File: config.mk
export PLATFORM = sky130hd
export DESIGN_NAME = remote_status_line_relay
export DESIGN_NICKNAME = d
export VERILOG_FILES = /design/src/relay_pkg.sv /design/src/remote_status_line_relay.sv
export SDC_FILE = /design/constraint.sdc
export NUM_CORES = 1
export LEC_CHECK = 0
export BUFFER_PORTS_ARGS = -buffer_cell sky130_fd_sc_hd__buf_2
export CAP_MARGIN = 20
export CORE_MARGIN = 2
export CORE_UTILIZATION = 45
export CTS_CLUSTER_SIZE = 30
export DETAILED_ROUTE_END_ITERATION = 8
export PLACE_DENSITY = 0.74
export SLEW_MARGIN = 30
export SYNTH_ARGS = -nofsm -noshare
export SYNTH_HDL_FRONTEND = slang
export SYNTH_SLANG_ARGS = --single-unit
File: constraint.sdc
create_clock -name pclk -period 3.05 [get_ports pclk]
set_clock_uncertainty 0.1 [all_clocks]
set_input_delay 0.305 -clock pclk [delete_from_list [all_inputs] [get_ports pclk]]
set_output_delay 0.305 -clock pclk [all_outputs]
set_load 0.005 [all_outputs]
File: src/relay_pkg.sv
// Purpose: shared constants and types for the status line relay
// Assumes: 100 MHz pclk, 32-bit APB register access
// Notes: all times are kept in ms and turned into cycles from the clock rate
package relay_pkg;
    // clock and time base
    localparam int unsigned CLK_HZ = 100_000_000;
    localparam int unsigned MS_PER_S = 1000;
    localparam int unsigned MS_CYCLES = CLK_HZ / MS_PER_S;
    // timing in ms
    localparam logic [15:0] REPEAT_MS = 16'h008C; // 140 ms nominal repeat
    localparam logic [15:0] REPEAT_MAX_MS = 16'h00F0; // 240 ms ceiling
    localparam logic [15:0] ACK_DEFAULT_MS = 16'h0014; // 20 ms
    localparam logic [15:0] SLEEP_DELAY_MS = 16'h02F8; // 760 ms
    // line and packet counts
    localparam int unsigned NUM_LINES = 8;
    localparam logic [1:0] FINAL_PACKETS = 2'h2;
    // register offsets
    localparam logic [7:0] CTRL_OFS = 8'h00;
    localparam logic [7:0] DEST_OFS = 8'h04;
    localparam logic [7:0] STATUS_OFS = 8'h08;
    localparam logic [7:0] LINES_OFS = 8'h0C;
    // field positions and reset values
    localparam int unsigned CTRL_INHIBIT_BIT = 0;
    localparam int unsigned ST_RU_BIT = 3;
    localparam int unsigned ST_CFM_BIT = 4;
    localparam int unsigned ST_STAY_BIT = 5;
    localparam logic [7:0] BROADCAST_ID = 8'hFF;
    localparam logic [31:0] CTRL_RESET = 32'h0000_0000;

    typedef enum logic [1:0] {
        PKT_NONE = 2'b00,
        PKT_ACTIVATE = 2'b01,
        PKT_CONFIRM = 2'b10
    } pkt_kind_e;

    typedef struct packed {
        pkt_kind_e kind;
        logic [7:0] dest_id;
        logic [7:0] lines;
        logic [15:0] ack_ms;
        logic stay_awake;
    } packet_s;

    typedef struct packed {
        logic psel;
        logic penable;
        logic pwrite;
        logic [7:0] paddr;
        logic [31:0] pwdata;
    } apb_req_s;

    typedef enum logic [2:0] {
        ST_SLEEP = 3'b000,
        ST_IDLE = 3'b001,
        ST_SEND = 3'b010,
        ST_LISTEN = 3'b011,
        ST_ACK = 3'b100,
        ST_LINGER = 3'b101,
        ST_CONFIRM = 3'b110
    } relay_state_e;
endpackage

File: src/remote_status_line_relay.sv
// Purpose: remote control application layer relaying eight status lines
// Assumes: packet radio link logic on pclk; pins asynchronous to pclk
// Notes: registers over APB, no wait state on any transfer
// Notes on behaviour
// - eight lines, input high mirrors remote output
// - all inputs: initiator only, sleep until rise
// - all outputs: responder only, always receiving
// - mixed: idle receiving, wake on rx or rise
// - input rise samples lines into activation packet
// - repeat every 140 ms while inputs high
// - listen for confirmation after each activation
// - confirmation carries ack time, stay flag
// - hold ack high, then resample and resend
// - inputs all low: two all-low packets
// - all inputs: sleep 760 ms after finals
// - activation makes responder until 760 ms quiet
// - momentary outputs follow latest packet bits
// - latched outputs toggle on 0 to 1
// - ack request high: send 20 ms confirmation, stay flag clear
// - raise ack indicator on received confirmation
// - responder refreshes outputs every packet
// - broadcast destination unless software overrides
//
// Implementation choices: the APB register port and the placing of the registers.
module remote_status_line_relay #(
    parameter int unsigned TICK_CYCLES = relay_pkg::MS_CYCLES
) (
    // clock, reset, enable
    input wire logic pclk,
    input wire logic presetn,
    input wire logic clk_en,
    // apb slave
    input wire relay_pkg::apb_req_s apb_req,
    output logic [31:0] prdata,
    output logic pready,
    output logic pslverr,
    // status line pins
    input wire logic [7:0] status_lines_in,
    output logic [7:0] status_lines_out,
    output logic [7:0] status_lines_oe,
    // configuration pins
    input wire logic direction_select_low_group,
    input wire logic direction_select_high_group,
    input wire logic latch_select,
    input wire logic ack_request,
    // indicator pins
    output logic ack_indicator,
    output logic low_power,
    // packet radio link
    output relay_pkg::packet_s tx_pkt,
    output logic tx_valid,
    input wire logic tx_ready,
    input wire relay_pkg::packet_s rx_pkt,
    input wire logic rx_valid
);
    import relay_pkg::*;

    // saturating increment of a ms counter
    function automatic logic [15:0] sat_inc(input logic [15:0] v);
        return (v == 16'hFFFF) ? v : v + 16'h0001;
    endfunction

    // prescaler step, high on the wrap cycle
    function automatic logic presc_wrap(input logic [31:0] c);
        return c >= 32'(TICK_CYCLES - 1);
    endfunction

    logic [7:0] sync1_ff, sync2_ff, prev_in_ff;
    logic [2:0] cfg1_ff, cfg2_ff;
    logic ack_req1_ff, ack_req2_ff;
    relay_state_e state_ff, nxt_state;
    logic [31:0] presc_ff, ru_presc_ff;
    logic [15:0] ms_ff, ru_ms_ff, ack_len_ff;
    logic [1:0] final_cnt_ff, nxt_final_cnt;
    logic stay_ff, cfm_pend_ff, ru_active_ff;
    logic [7:0] out_lines_ff, prev_rx_ff, dest_ff;
    logic inhibit_ff;
    logic [7:0] in_mask, in_lines, rises;
    logic all_inputs, any_high, timer_restart, load_act, load_final, load_cfm;
    logic rx_act, rx_cfm, ru_accept, wr_en, rd_setup;

    // two-flop synchronisers for every pin input
    always_ff @(posedge pclk or negedge presetn) begin
        if (!presetn) begin
            sync1_ff <= 8'h00;
            sync2_ff <= 8'h00;
            cfg1_ff <= 3'h3; // start as all inputs so no line is driven early
            cfg2_ff <= 3'h3;
            ack_req1_ff <= 1'b0;
            ack_req2_ff <= 1'b0;
        end else if (clk_en) begin
            sync1_ff <= status_lines_in;
            sync2_ff <= sync1_ff;
            cfg1_ff <= {latch_select, direction_select_high_group, direction_select_low_group};
            cfg2_ff <= cfg1_ff;
            ack_req1_ff <= ack_request;
            ack_req2_ff <= ack_req1_ff;
        end
    end

    // direction groups, rising edges and sampled levels
    assign in_mask = {{4{cfg2_ff[1]}}, {4{cfg2_ff[0]}}};
    assign in_lines = sync2_ff & in_mask;
    assign rises = in_lines & ~prev_in_ff;
    assign all_inputs = &cfg2_ff[1:0];
    assign any_high = |in_lines;
    assign rx_act = rx_valid && (rx_pkt.kind == PKT_ACTIVATE);
    assign rx_cfm = rx_valid && (rx_pkt.kind == PKT_CONFIRM);
    // receiving is open whenever not in the initiator exchange or asleep
    assign ru_accept = rx_act && (state_ff == ST_IDLE || state_ff == ST_LINGER
                                  || state_ff == ST_CONFIRM);

    // previous input levels for edge detection
    always_ff @(posedge pclk or negedge presetn) begin
        if (!presetn) begin
            prev_in_ff <= 8'h00;
        end else if (clk_en) begin
            prev_in_ff <= in_lines;
        end
    end

    // initiator and sleep sequencing
    always_comb begin
        nxt_state = state_ff;
        nxt_final_cnt = final_cnt_ff;
        timer_restart = 1'b0;
        load_act = 1'b0;
        load_final = 1'b0;
        load_cfm = 1'b0;
        case (state_ff)
            ST_SLEEP: begin
                if (|rises) begin
                    nxt_state = ST_SEND;
                    load_act = 1'b1;
                end else if (!all_inputs || inhibit_ff) begin
                    nxt_state = ST_IDLE;
                end
            end
            ST_IDLE: begin
                if (cfm_pend_ff) begin
                    nxt_state = ST_CONFIRM;
                    load_cfm = 1'b1;
                end else if (|rises) begin
                    nxt_state = ST_SEND;
                    load_act = 1'b1;
                end else if (all_inputs && !inhibit_ff && !stay_ff) begin
                    nxt_state = ST_SLEEP;
                end
            end
            ST_SEND: begin
                if (tx_ready) begin
                    timer_restart = 1'b1;
                    if (final_cnt_ff == 2'h0) begin
                        nxt_state = ST_LISTEN;
                    end else if (final_cnt_ff == 2'h1) begin
                        nxt_final_cnt = 2'h0;
                        nxt_state = all_inputs ? ST_LINGER : ST_IDLE;
                    end else begin
                        nxt_final_cnt = final_cnt_ff - 2'h1;
                    end
                end
            end
            ST_LISTEN: begin
                if (rx_cfm) begin
                    nxt_state = ST_ACK;
                    timer_restart = 1'b1;
                end else if (ms_ff >= REPEAT_MS) begin
                    nxt_state = ST_SEND;
                    load_act = any_high;
                    load_final = !any_high;
                    nxt_final_cnt = any_high ? 2'h0 : FINAL_PACKETS;
                end
            end
            ST_ACK: begin
                if (ms_ff >= ack_len_ff) begin
                    nxt_state = ST_SEND;
                    load_act = any_high;
                    load_final = !any_high;
                    nxt_final_cnt = any_high ? 2'h0 : FINAL_PACKETS;
                end
            end
            ST_LINGER: begin
                if (cfm_pend_ff) begin
                    nxt_state = ST_CONFIRM;
                    load_cfm = 1'b1;
                end else if (|rises) begin
                    nxt_state = ST_SEND;
                    load_act = 1'b1;
                end else if (ms_ff >= SLEEP_DELAY_MS) begin
                    nxt_state = (stay_ff || inhibit_ff) ? ST_IDLE : ST_SLEEP;
                end
            end
            ST_CONFIRM: begin
                if (tx_ready) begin
                    nxt_state = ST_IDLE;
                end
            end
            default: begin
                nxt_state = ST_IDLE;
            end
        endcase
    end

    // state register and final packet counter
    always_ff @(posedge pclk or negedge presetn) begin
        if (!presetn) begin
            state_ff <= ST_IDLE;
            final_cnt_ff <= 2'h0;
        end else if (clk_en) begin
            state_ff <= nxt_state;
            final_cnt_ff <= nxt_final_cnt;
        end
    end

    // ms timer for repeat, ack hold and sleep delay, restarted per phase
    always_ff @(posedge pclk or negedge presetn) begin
        if (!presetn) begin
            presc_ff <= 32'h0000_0000;
            ms_ff <= 16'h0000;
        end else if (clk_en) begin
            if (timer_restart) begin
                presc_ff <= 32'h0000_0000;
                ms_ff <= 16'h0000;
            end else if (presc_wrap(presc_ff)) begin
                presc_ff <= 32'h0000_0000;
                ms_ff <= sat_inc(ms_ff);
            end else begin
                presc_ff <= presc_ff + 32'h0000_0001;
            end
        end
    end

    // values carried by a received confirmation
    always_ff @(posedge pclk or negedge presetn) begin
        if (!presetn) begin
            ack_len_ff <= ACK_DEFAULT_MS;
            stay_ff <= 1'b0;
        end else if (clk_en) begin
            if (rx_cfm && (state_ff == ST_LISTEN || state_ff == ST_LINGER)) begin
                ack_len_ff <= rx_pkt.ack_ms;
                stay_ff <= rx_pkt.stay_awake;
            end else if (state_ff == ST_SLEEP) begin
                stay_ff <= 1'b0;
            end
        end
    end

    // outgoing packet and its handshake
    always_ff @(posedge pclk or negedge presetn) begin
        if (!presetn) begin
            tx_pkt <= '0;
            tx_valid <= 1'b0;
        end else if (clk_en) begin
            if (load_act || load_final) begin
                tx_pkt.kind <= PKT_ACTIVATE;
                tx_pkt.dest_id <= dest_ff;
                tx_pkt.lines <= load_act ? in_lines : 8'h00;
                tx_pkt.ack_ms <= 16'h0000;
                tx_pkt.stay_awake <= 1'b0;
                tx_valid <= 1'b1;
            end else if (load_cfm) begin
                tx_pkt.kind <= PKT_CONFIRM;
                tx_pkt.dest_id <= dest_ff;
                tx_pkt.lines <= 8'h00;
                tx_pkt.ack_ms <= ACK_DEFAULT_MS;
                tx_pkt.stay_awake <= 1'b0;
                tx_valid <= 1'b1;
            end else if (tx_ready && nxt_state != ST_SEND) begin
                tx_valid <= 1'b0;
            end
        end
    end

    // responder role timeout and pending confirmation
    always_ff @(posedge pclk or negedge presetn) begin
        if (!presetn) begin
            ru_active_ff <= 1'b0;
            ru_presc_ff <= 32'h0000_0000;
            ru_ms_ff <= 16'h0000;
            cfm_pend_ff <= 1'b0;
        end else if (clk_en) begin
            if (ru_accept) begin
                ru_active_ff <= 1'b1;
                ru_presc_ff <= 32'h0000_0000;
                ru_ms_ff <= 16'h0000;
            end else if (ru_active_ff) begin
                if (ru_ms_ff >= SLEEP_DELAY_MS) begin
                    ru_active_ff <= 1'b0;
                end
                if (presc_wrap(ru_presc_ff)) begin
                    ru_presc_ff <= 32'h0000_0000;
                    ru_ms_ff <= sat_inc(ru_ms_ff);
                end else begin
                    ru_presc_ff <= ru_presc_ff + 32'h0000_0001;
                end
            end
            // a new request wins over the clear of the one just sent
            if (ru_accept && ack_req2_ff) begin
                cfm_pend_ff <= 1'b1;
            end else if (state_ff == ST_CONFIRM && tx_ready) begin
                cfm_pend_ff <= 1'b0;
            end
        end
    end

    // output line states from received activations
    always_ff @(posedge pclk or negedge presetn) begin
        if (!presetn) begin
            out_lines_ff <= 8'h00;
            prev_rx_ff <= 8'h00;
        end else if (clk_en) begin
            if (ru_accept) begin
                prev_rx_ff <= rx_pkt.lines;
                if (cfg2_ff[2]) begin
                    out_lines_ff <= out_lines_ff ^ (rx_pkt.lines & ~prev_rx_ff);
                end else begin
                    out_lines_ff <= rx_pkt.lines;
                end
            end else if (ru_active_ff && ru_ms_ff >= SLEEP_DELAY_MS) begin
                prev_rx_ff <= 8'h00;
                if (!cfg2_ff[2]) begin
                    out_lines_ff <= 8'h00; // momentary lines drop with the link
                end
            end
        end
    end

    // pin drivers and indicators, all registered
    always_ff @(posedge pclk or negedge presetn) begin
        if (!presetn) begin
            status_lines_out <= 8'h00;
            status_lines_oe <= 8'h00;
            ack_indicator <= 1'b0;
            low_power <= 1'b0;
        end else if (clk_en) begin
            status_lines_out <= out_lines_ff & ~in_mask;
            status_lines_oe <= ~in_mask;
            ack_indicator <= (nxt_state == ST_ACK);
            low_power <= (nxt_state == ST_SLEEP);
        end
    end

    // apb decode: answer is ready in the cycle after setup
    assign rd_setup = apb_req.psel && !apb_req.penable && !pready;
    assign wr_en = apb_req.psel && apb_req.penable && pready && apb_req.pwrite;

    // apb handshake and read data
    always_ff @(posedge pclk or negedge presetn) begin
        if (!presetn) begin
            pready <= 1'b0;
            pslverr <= 1'b0;
            prdata <= 32'h0000_0000;
        end else if (clk_en) begin
            pready <= rd_setup;
            if (rd_setup) begin
                pslverr <= 1'b0;
                prdata <= 32'h0000_0000;
                case (apb_req.paddr)
                    CTRL_OFS: prdata[CTRL_INHIBIT_BIT] <= inhibit_ff;
                    DEST_OFS: prdata[7:0] <= dest_ff;
                    STATUS_OFS: begin
                        prdata[2:0] <= state_ff;
                        prdata[ST_RU_BIT] <= ru_active_ff;
                        prdata[ST_CFM_BIT] <= cfm_pend_ff;
                        prdata[ST_STAY_BIT] <= stay_ff;
                    end
                    LINES_OFS: prdata[15:0] <= {in_lines, out_lines_ff};
                    default: pslverr <= 1'b1; // unmapped
                endcase
            end else begin
                pslverr <= 1'b0;
            end
        end
    end

    // software-written control and destination
    always_ff @(posedge pclk or negedge presetn) begin
        if (!presetn) begin
            inhibit_ff <= CTRL_RESET[CTRL_INHIBIT_BIT];
            dest_ff <= BROADCAST_ID;
        end else if (clk_en && wr_en) begin
            if (apb_req.paddr == CTRL_OFS) begin
                inhibit_ff <= apb_req.pwdata[CTRL_INHIBIT_BIT];
            end
            if (apb_req.paddr == DEST_OFS) begin
                dest_ff <= apb_req.pwdata[7:0];
            end
        end
    end
endmodule // remote_status_line_relay

==> impl_metrics.toml, run 1 <==
[final_layout]
fin_util_pct = 54.4
stdcell_area_mm2 = 0.0136
fin_cells = 1644
num-fill-cells = 2219
layout-drive-gt1-share_pct = 21.6
area_delta_synth_final_pct = 19.5
nets = 1412

[flow_run]
maxCapViolCount = 0

[floorplan]
die_y_um = 163
io_pins = 183
rows = 58
start_util_pct = 45.5
die_area_mm2 = 0.0265
core_mm2 = 0.0250
die_width_um = 163

[clock_tree]
cts_root_buf = "clkbuf_16"
clk_latency_ns = 0.53
clockBufferDepth = 3
clk_pin_slew_ns = 0.06
cts_buffers = 25
cts_num_sinks = 226
cts_tree = "done"
ctsHtreeMaxLevel = 1

[pwr]
power_mw = 8.70
p_switching_mw = 2.61
power.leakage_nw = 6.39
pwr-share-comb_pct = 20.9
p_int_mw = 6.08
max-vdd-ir-drop_v = 0.000434
p_clk_share_pct = 35.3
power_density_mw_per_mm2 = 641
netSwitchingFraction_pct = 30.1
seqPwrFrac_pct = 43.8

[worst_setup_path]
path_buf_inv = 1
start_kind = "flip-flop"
worstPathArrival_ns = 3.24
path_max_fanout = 17
worst_path_dominant_cell_family = "simple AND/OR/NAND/NOR gates"
crit_path_max_incr_delay_ns = 0.54
worst-setup-path-type = "reg -> reg"
worstSetupEndpointType = "flip-flop"
crit_required_ns = 3.36
path_cells = "a2111oi_2, o2111ai_2, nor2b_4, or4_4, and2_4, o21ai_4, buf_12, mux2_2"
cp_slowest_cell = "or4_4"

[global_route]
grt_pass1_vias = 8555
grt_pass1_wl_mm = 43.1
overflow = 0
antenna_found_initial = 3
track_usage_pct = 19.8
grt_max_degree = 75

[logic_synthesis]
synth_area_leaders = "dfrtp_1 (46%), mux2_2 (5.8%), nor2_1 (3.6%), dfstp_2 (3.5%), o21ai_0 (3.3%)"
synth_seq_cells = 226
yosysTopAreaCell = "dfrtp_1"
ys.flop_type = "dfrtp_1"
yosysUniqueCellTypes = 73
synthCells = 1124
syn_area_per_cell_um2 = 10.1
seq_area_frac_synth_pct = 49.9
syn-cell-area_mm2 = 0.0114
yosys_warnings = 0
synth-async-reset-ratio_pct = 100
synth-edff-count = 0
synth.top_cell.area_share_pct = 46.5

[sta]
hold_ws_ns = 0.0145
period_needed_ns = 2.93
hold_violations = 0
fin_ws_ns = 0.120
setup_viol = 0
maxSlewViolCount = 0
rsz0062_at_grt = "false"
worst_pin_slew_ns = 0.741
relSlewSlack_pct = 50.4
finalCritPeriodShare_pct = 96.1
final.setup.tns_ns = 0
max_freq_mhz = 341

[placement]
io_buffer_count = 119
placedCellCount = 1552
place.gp.congestion = 0.855
place_ws_ns = 0.0503
dpl-instance-area_mm2 = 0.0123
dp_hpwl_mm = 18.4

[route]
dr.pass1.iters = 5
avgViaCountPerCell = 5.38
wl_per_cell_um = 16.1
drc = 0
drt_first_iter_violations = 626
via_count = 8846
ant_nets = 0
drt_wl_total_mm = 26.4

[run_status]
status = "finished, final reports clean"

[worst_hold_path]
min_path_type = "in -> reg"
final timing paths:
| check | to | cells after the start | startpoint | slack, ns |
|---|---|---|---|---|
| min reg2reg | cfm_pend_ff | 2 | ack_req2_ff | 0.37 |
| max | tx_pkt[27] | 8 | ms_ff[6] | 0.12 |
| max in group asynchronous | dest_ff[7] | 3 | presetn | 1.85 |
| min in group asynchronous | prdata[6] | 2 | presetn | 0.23 |
| min | prev_rx_ff[1] | 2 | rx_pkt[18] | 0.01 |
| max reg2reg | tx_pkt[27] | 8 | ms_ff[6] | 0.12 |
layout make-up:
class	count	area, µm²	area share (%)
antenna	2	5.00	0.0369
timing repair buffer	192	1300	9.60
multi-input combinational	787	5110	37.7
inverter	61	229	1.69
clock buffer	33	676	4.98
tap	330	413	3.04
sequential	226	5670	41.8
clock inverter	13	163	1.20
layer usage:
metal,GRT usage (%),wire [µm],vias to the layer above
li1,-,-,4252
met1,27.1,11700,4326
met2,32.9,12800,221
met3,3.28,1340,45
met4,4.91,556,2
met5,0,16,-
cells in the final DEF (no fill, tap or decap), types with 9 or more instances in the layout:
cell           netlist  final
dfrtp_1            211    211
buf_2                9    117
nor2_1             108    108
nand2_1             96     96
o21ai_0             76     75
inv_1               59     59
mux2_2              59     59
nand3_1             48     48
dlygate4sd3_1        0     44
xor2_1              41     41
conb_1               1     31
buf_4               39     27
a21oi_1             25     25
clkbuf_16            0     25
ha_1                24     24
nand4_1             22     22
and3_1              20     20
xnor2_1             16     16
o2bb2ai_1           16     16
nor4_1              15     15
dfstp_2             15     15
nor3_1              12     12
nand2b_1            11     11
and2_1              10     10
nand3b_1            10     10
o31ai_1             10     10
a22o_1               9      9
and4_1               9      9
a31oi_1              9      9
kinds of logic after synthesis:
logic type / count (synthesis) / synth area share (%)
AOI/OAI and AO/OA: 217 / 13.0
DFF: 226 / 49.9
other: 1 / 0.0330
adders and majority gates: 24 / 2.64
buffers and inverters: 141 / 6.14
muxes: 68 / 6.79
xor gates and xnor gates: 57 / 4.39
and+or+nand+nor: 390 / 17.1
state kept, by name, indices dropped and copies added, names as in the netlist, 8 cells and up:
register / cells
prev_rx_ff: 8
prdata: 16
dest_ff: 8
ms_ff: 16
presc_ff: 32
ru_ms_ff: 16
ru_presc_ff: 32
sync1_ff: 8
sync2_ff: 8
out_lines_ff: 8
status_lines_out: 8
prev_in_ff: 8
ack_len_ff: 16
tx_pkt: 18
worst register-to-register path, stage by stage, from the launching register on:
cell       delay (ns)
dfrtp_1          0.47
a2111oi_2        0.46
o2111ai_2        0.20
nor2b_4          0.17
or4_4            0.55
and2_4           0.17
o21ai_4          0.17
buf_12           0.18
mux2_2           0.35
Yosys cell counts, drive strengths merged (9+ instances only):
| cell | n |
|---|---|
| a21oi | 25 |
| clkbuf | 28 |
| mux2 | 60 |
| nor3 | 12 |
| ha | 24 |
| and3 | 21 |
| o31ai | 10 |
| xnor2 | 16 |
| nand3b | 10 |
| a31oi | 9 |
| buf | 52 |
| inv | 60 |
| and2 | 13 |
| nand2b | 11 |
| nor2b | 9 |
| nand2 | 96 |
| o21ai | 78 |
| o2bb2ai | 16 |
| nor2 | 108 |
| nand3 | 48 |
| dfrtp | 211 |
| xor2 | 41 |
| nor4 | 17 |
| and4 | 10 |
| a22o | 9 |
| dfstp | 15 |
| nand4 | 22 |
power by group through the flow:
stage / combinational (mW) / sequential (mW) / clock [mW]
2_1_floorplan: 1.26 / 3.71 / 0
3_3_place_gp: 1.70 / 3.83 / 0
3_5_place_dp: 1.75 / 3.85 / 0
4_1_cts: 1.81 / 3.80 / 3.13
5_1_grt: 2.04 / 3.87 / 3.25
6_report: 1.82 / 3.81 / 3.07
timing repair:
item | CTS | global route
hold buffers | 44 | 0
buffers inserted | 0 | 0
setup endpoints to repair | 0 | 8
resized for setup | 0 | 3
hold endpoints to repair | 104 | 0
No activity file was read; power rests on OpenSTA's default activity.
==> run 2: changes to the inputs <==
--- a/config.mk
+++ b/config.mk
@@ -8,10 +8,11 @@
 export BUFFER_PORTS_ARGS = -buffer_cell sky130_fd_sc_hd__buf_2
 export CAP_MARGIN = 20
 export CORE_MARGIN = 2
-export CORE_UTILIZATION = 45
+export CORE_UTILIZATION = 50
 export CTS_CLUSTER_SIZE = 30
 export DETAILED_ROUTE_END_ITERATION = 8
-export PLACE_DENSITY = 0.74
+export MAX_ROUTING_LAYER = met4
+export PLACE_DENSITY = 0.81
 export SLEW_MARGIN = 30
 export SYNTH_ARGS = -nofsm -noshare
 export SYNTH_HDL_FRONTEND = slang
==> impl_metrics.toml, run 2 (synthesis results as in run 1) <==
[run_status]
status = "finished, final reports clean"

[floorplan]
start_util_pct = 50.5
die_width_um = 155
die_y_um = 155
die_area_mm2 = 0.0239
rows = 55
io_pins = 183
core_mm2 = 0.0225

[clock_tree]
clockBufferDepth = 3
cts_num_sinks = 226
cts_tree = "done"
ctsHtreeMaxLevel = 1
clk_latency_ns = 0.53
cts_buffers = 25
clk_pin_slew_ns = 0.06
cts_root_buf = "clkbuf_16"

[placement]
place.gp.congestion = 0.900
place_ws_ns = 0.0222
dp_hpwl_mm = 18.0
io_buffer_count = 119
dpl-instance-area_mm2 = 0.0122

[global_route]
use_met2_pct = 37.9
overflow = 0
grt_pass1_vias = 8850
grt_pass1_wl_mm = 44.0
track_usage_pct = 23.0
grt_max_degree = 87
use_met1_pct = 30.4
busiest_layer = "met2"
antenna_found_initial = 1
gr-usage-met3_pct = 3.22

[sta]
rsz0062_at_grt = "false"
maxSlewViolCount = 0
period_needed_ns = 2.93
final.setup.tns_ns = 0
max_freq_mhz = 341
finalCritPeriodShare_pct = 96.2
relSlewSlack_pct = 41.2
fin_ws_ns = 0.116
setup_viol = 0
worst_pin_slew_ns = 0.880
hold_violations = 0

[route]
ant_nets = 0
drt_wl_total_mm = 26.4
dr.pass1.iters = 5
drt_first_iter_violations = 620
wl_per_cell_um = 16.5
avgViaCountPerCell = 5.61
drc = 0
via_count = 9001

[pwr]
power_density_mw_per_mm2 = 639
power.leakage_nw = 6.41
netSwitchingFraction_pct = 30.4
p_switching_mw = 2.63
seqPwrFrac_pct = 44.1
pwr-share-comb_pct = 21.5
p_int_mw = 6.03
p_clk_share_pct = 34.5
power_mw = 8.65
max-vdd-ir-drop_v = 0.000375

[flow_run]
maxCapViolCount = 0

[worst_setup_path]
start_kind = "flip-flop"
worstSetupEndpointType = "flip-flop"
path_max_fanout = 9
crit_required_ns = 3.36
worstPathArrival_ns = 3.24
rrSetupSlack_ns = 0.12
worst-setup-path-type = "reg -> reg"
worstSetupStartpoint = "ack_len_ff[2]"
r2r-end = "tx_pkt[27]"
reg2reg_depth = 10
r2r_start = "ack_len_ff[2]"
endpoint = "tx_pkt[27]"

[final_layout]
nets = 1418
num-fill-cells = 1782
most-common-layout-cells = "dfrtp_1 (211), buf_2 (117), nor2_1 (108)"
fin_util_pct = 60.2
layout-drive-gt1-share_pct = 21.9
seqCellArea_mm2 = 0.00567
top_regs = "presc_ff: 32 flops, ru_presc_ff: 32 flops, tx_pkt: 18 flops"
multi_input_area_mm2 = 0.00511
stdcell_area_mm2 = 0.0135
final_common_cell = "dfrtp_1"
area_delta_synth_final_pct = 19.2

[worst_hold_path]
hold_path_depth = 4
min_path_type = "in -> reg"
-- run 2: metrics by stage --
stage / instances / hold WS (ns)
after floorplan: 1154 / -0.0906
after global placement: 1509 / 0.254
after detailed placement: 1509 / 0.254
after CTS: 1603 / 0.0615
after global routing: 1604 / 0.0976
final: 1604 / 0.0855
-- run 2: area by class of cell --
class                      instances  area share [%]
tap                              285            2.63
timing repair buffer             198            9.99
multi-input combinational        787            37.7
antenna                            1          0.0185
clock buffer                      35            5.34
clock inverter                    11           0.720
sequential                       226            41.9
inverter                          61            1.69
-- run 2: power by group through the flow --
| stage | clock [mW] | combinational [mW] | sequential, mW |
|---|---|---|---|
| finish | 2.99 | 1.86 | 3.81 |
| global route | 3.17 | 2.07 | 3.87 |
| CTS | 3.03 | 1.85 | 3.80 |
| detailed placement | 0 | 1.77 | 3.84 |
| global placement | 0 | 1.69 | 3.83 |
| floorplan | 0 | 1.26 | 3.71 |
-- run 2: how the worst min path moves through the flow --
stage	startpoint	endpoint	slack [ns]
after floorplan	presetn	ack_indicator	-0.09
after global placement	presetn	pready	0.25
after detailed placement	presetn	pready	0.25
after CTS	tx_ready	cfm_pend_ff	0.06
after global routing	tx_ready	tx_valid	0.1
final	tx_ready	cfm_pend_ff	0.09
-- run 2: layer usage --
layer / vias to the layer above / share of wire [%]
met5: - / 0
met4: 0 / 2.2
met3: 43 / 5.0
met2: 268 / 50
met1: 4427 / 43
li1: 4263 / -
-- run 2: critical path, stage by stage, from the launching register on --
cell and delay (ns):
dfstp_2 0.53, inv_1 0.04, ha_1 0.28, and3_1 0.18
o21ai_0 0.19, a311oi_2 0.16, or4_4 0.53, and2_4 0.17
o21ai_4 0.15, buf_12 0.15, mux2_2 0.34
-- run 2: repair_timing --
| item | 4_1_cts | 5_1_grt |
|---|---|---|
| hold endpoints to repair | 122 | 0 |
| endpoints found under the setup margin | 7 | 4 |
| hold buffers | 46 | 0 |
| buffers inserted | 2 | 0 |
| pin swaps | 1 | 0 |
| gates resized for setup | 0 | 2 |
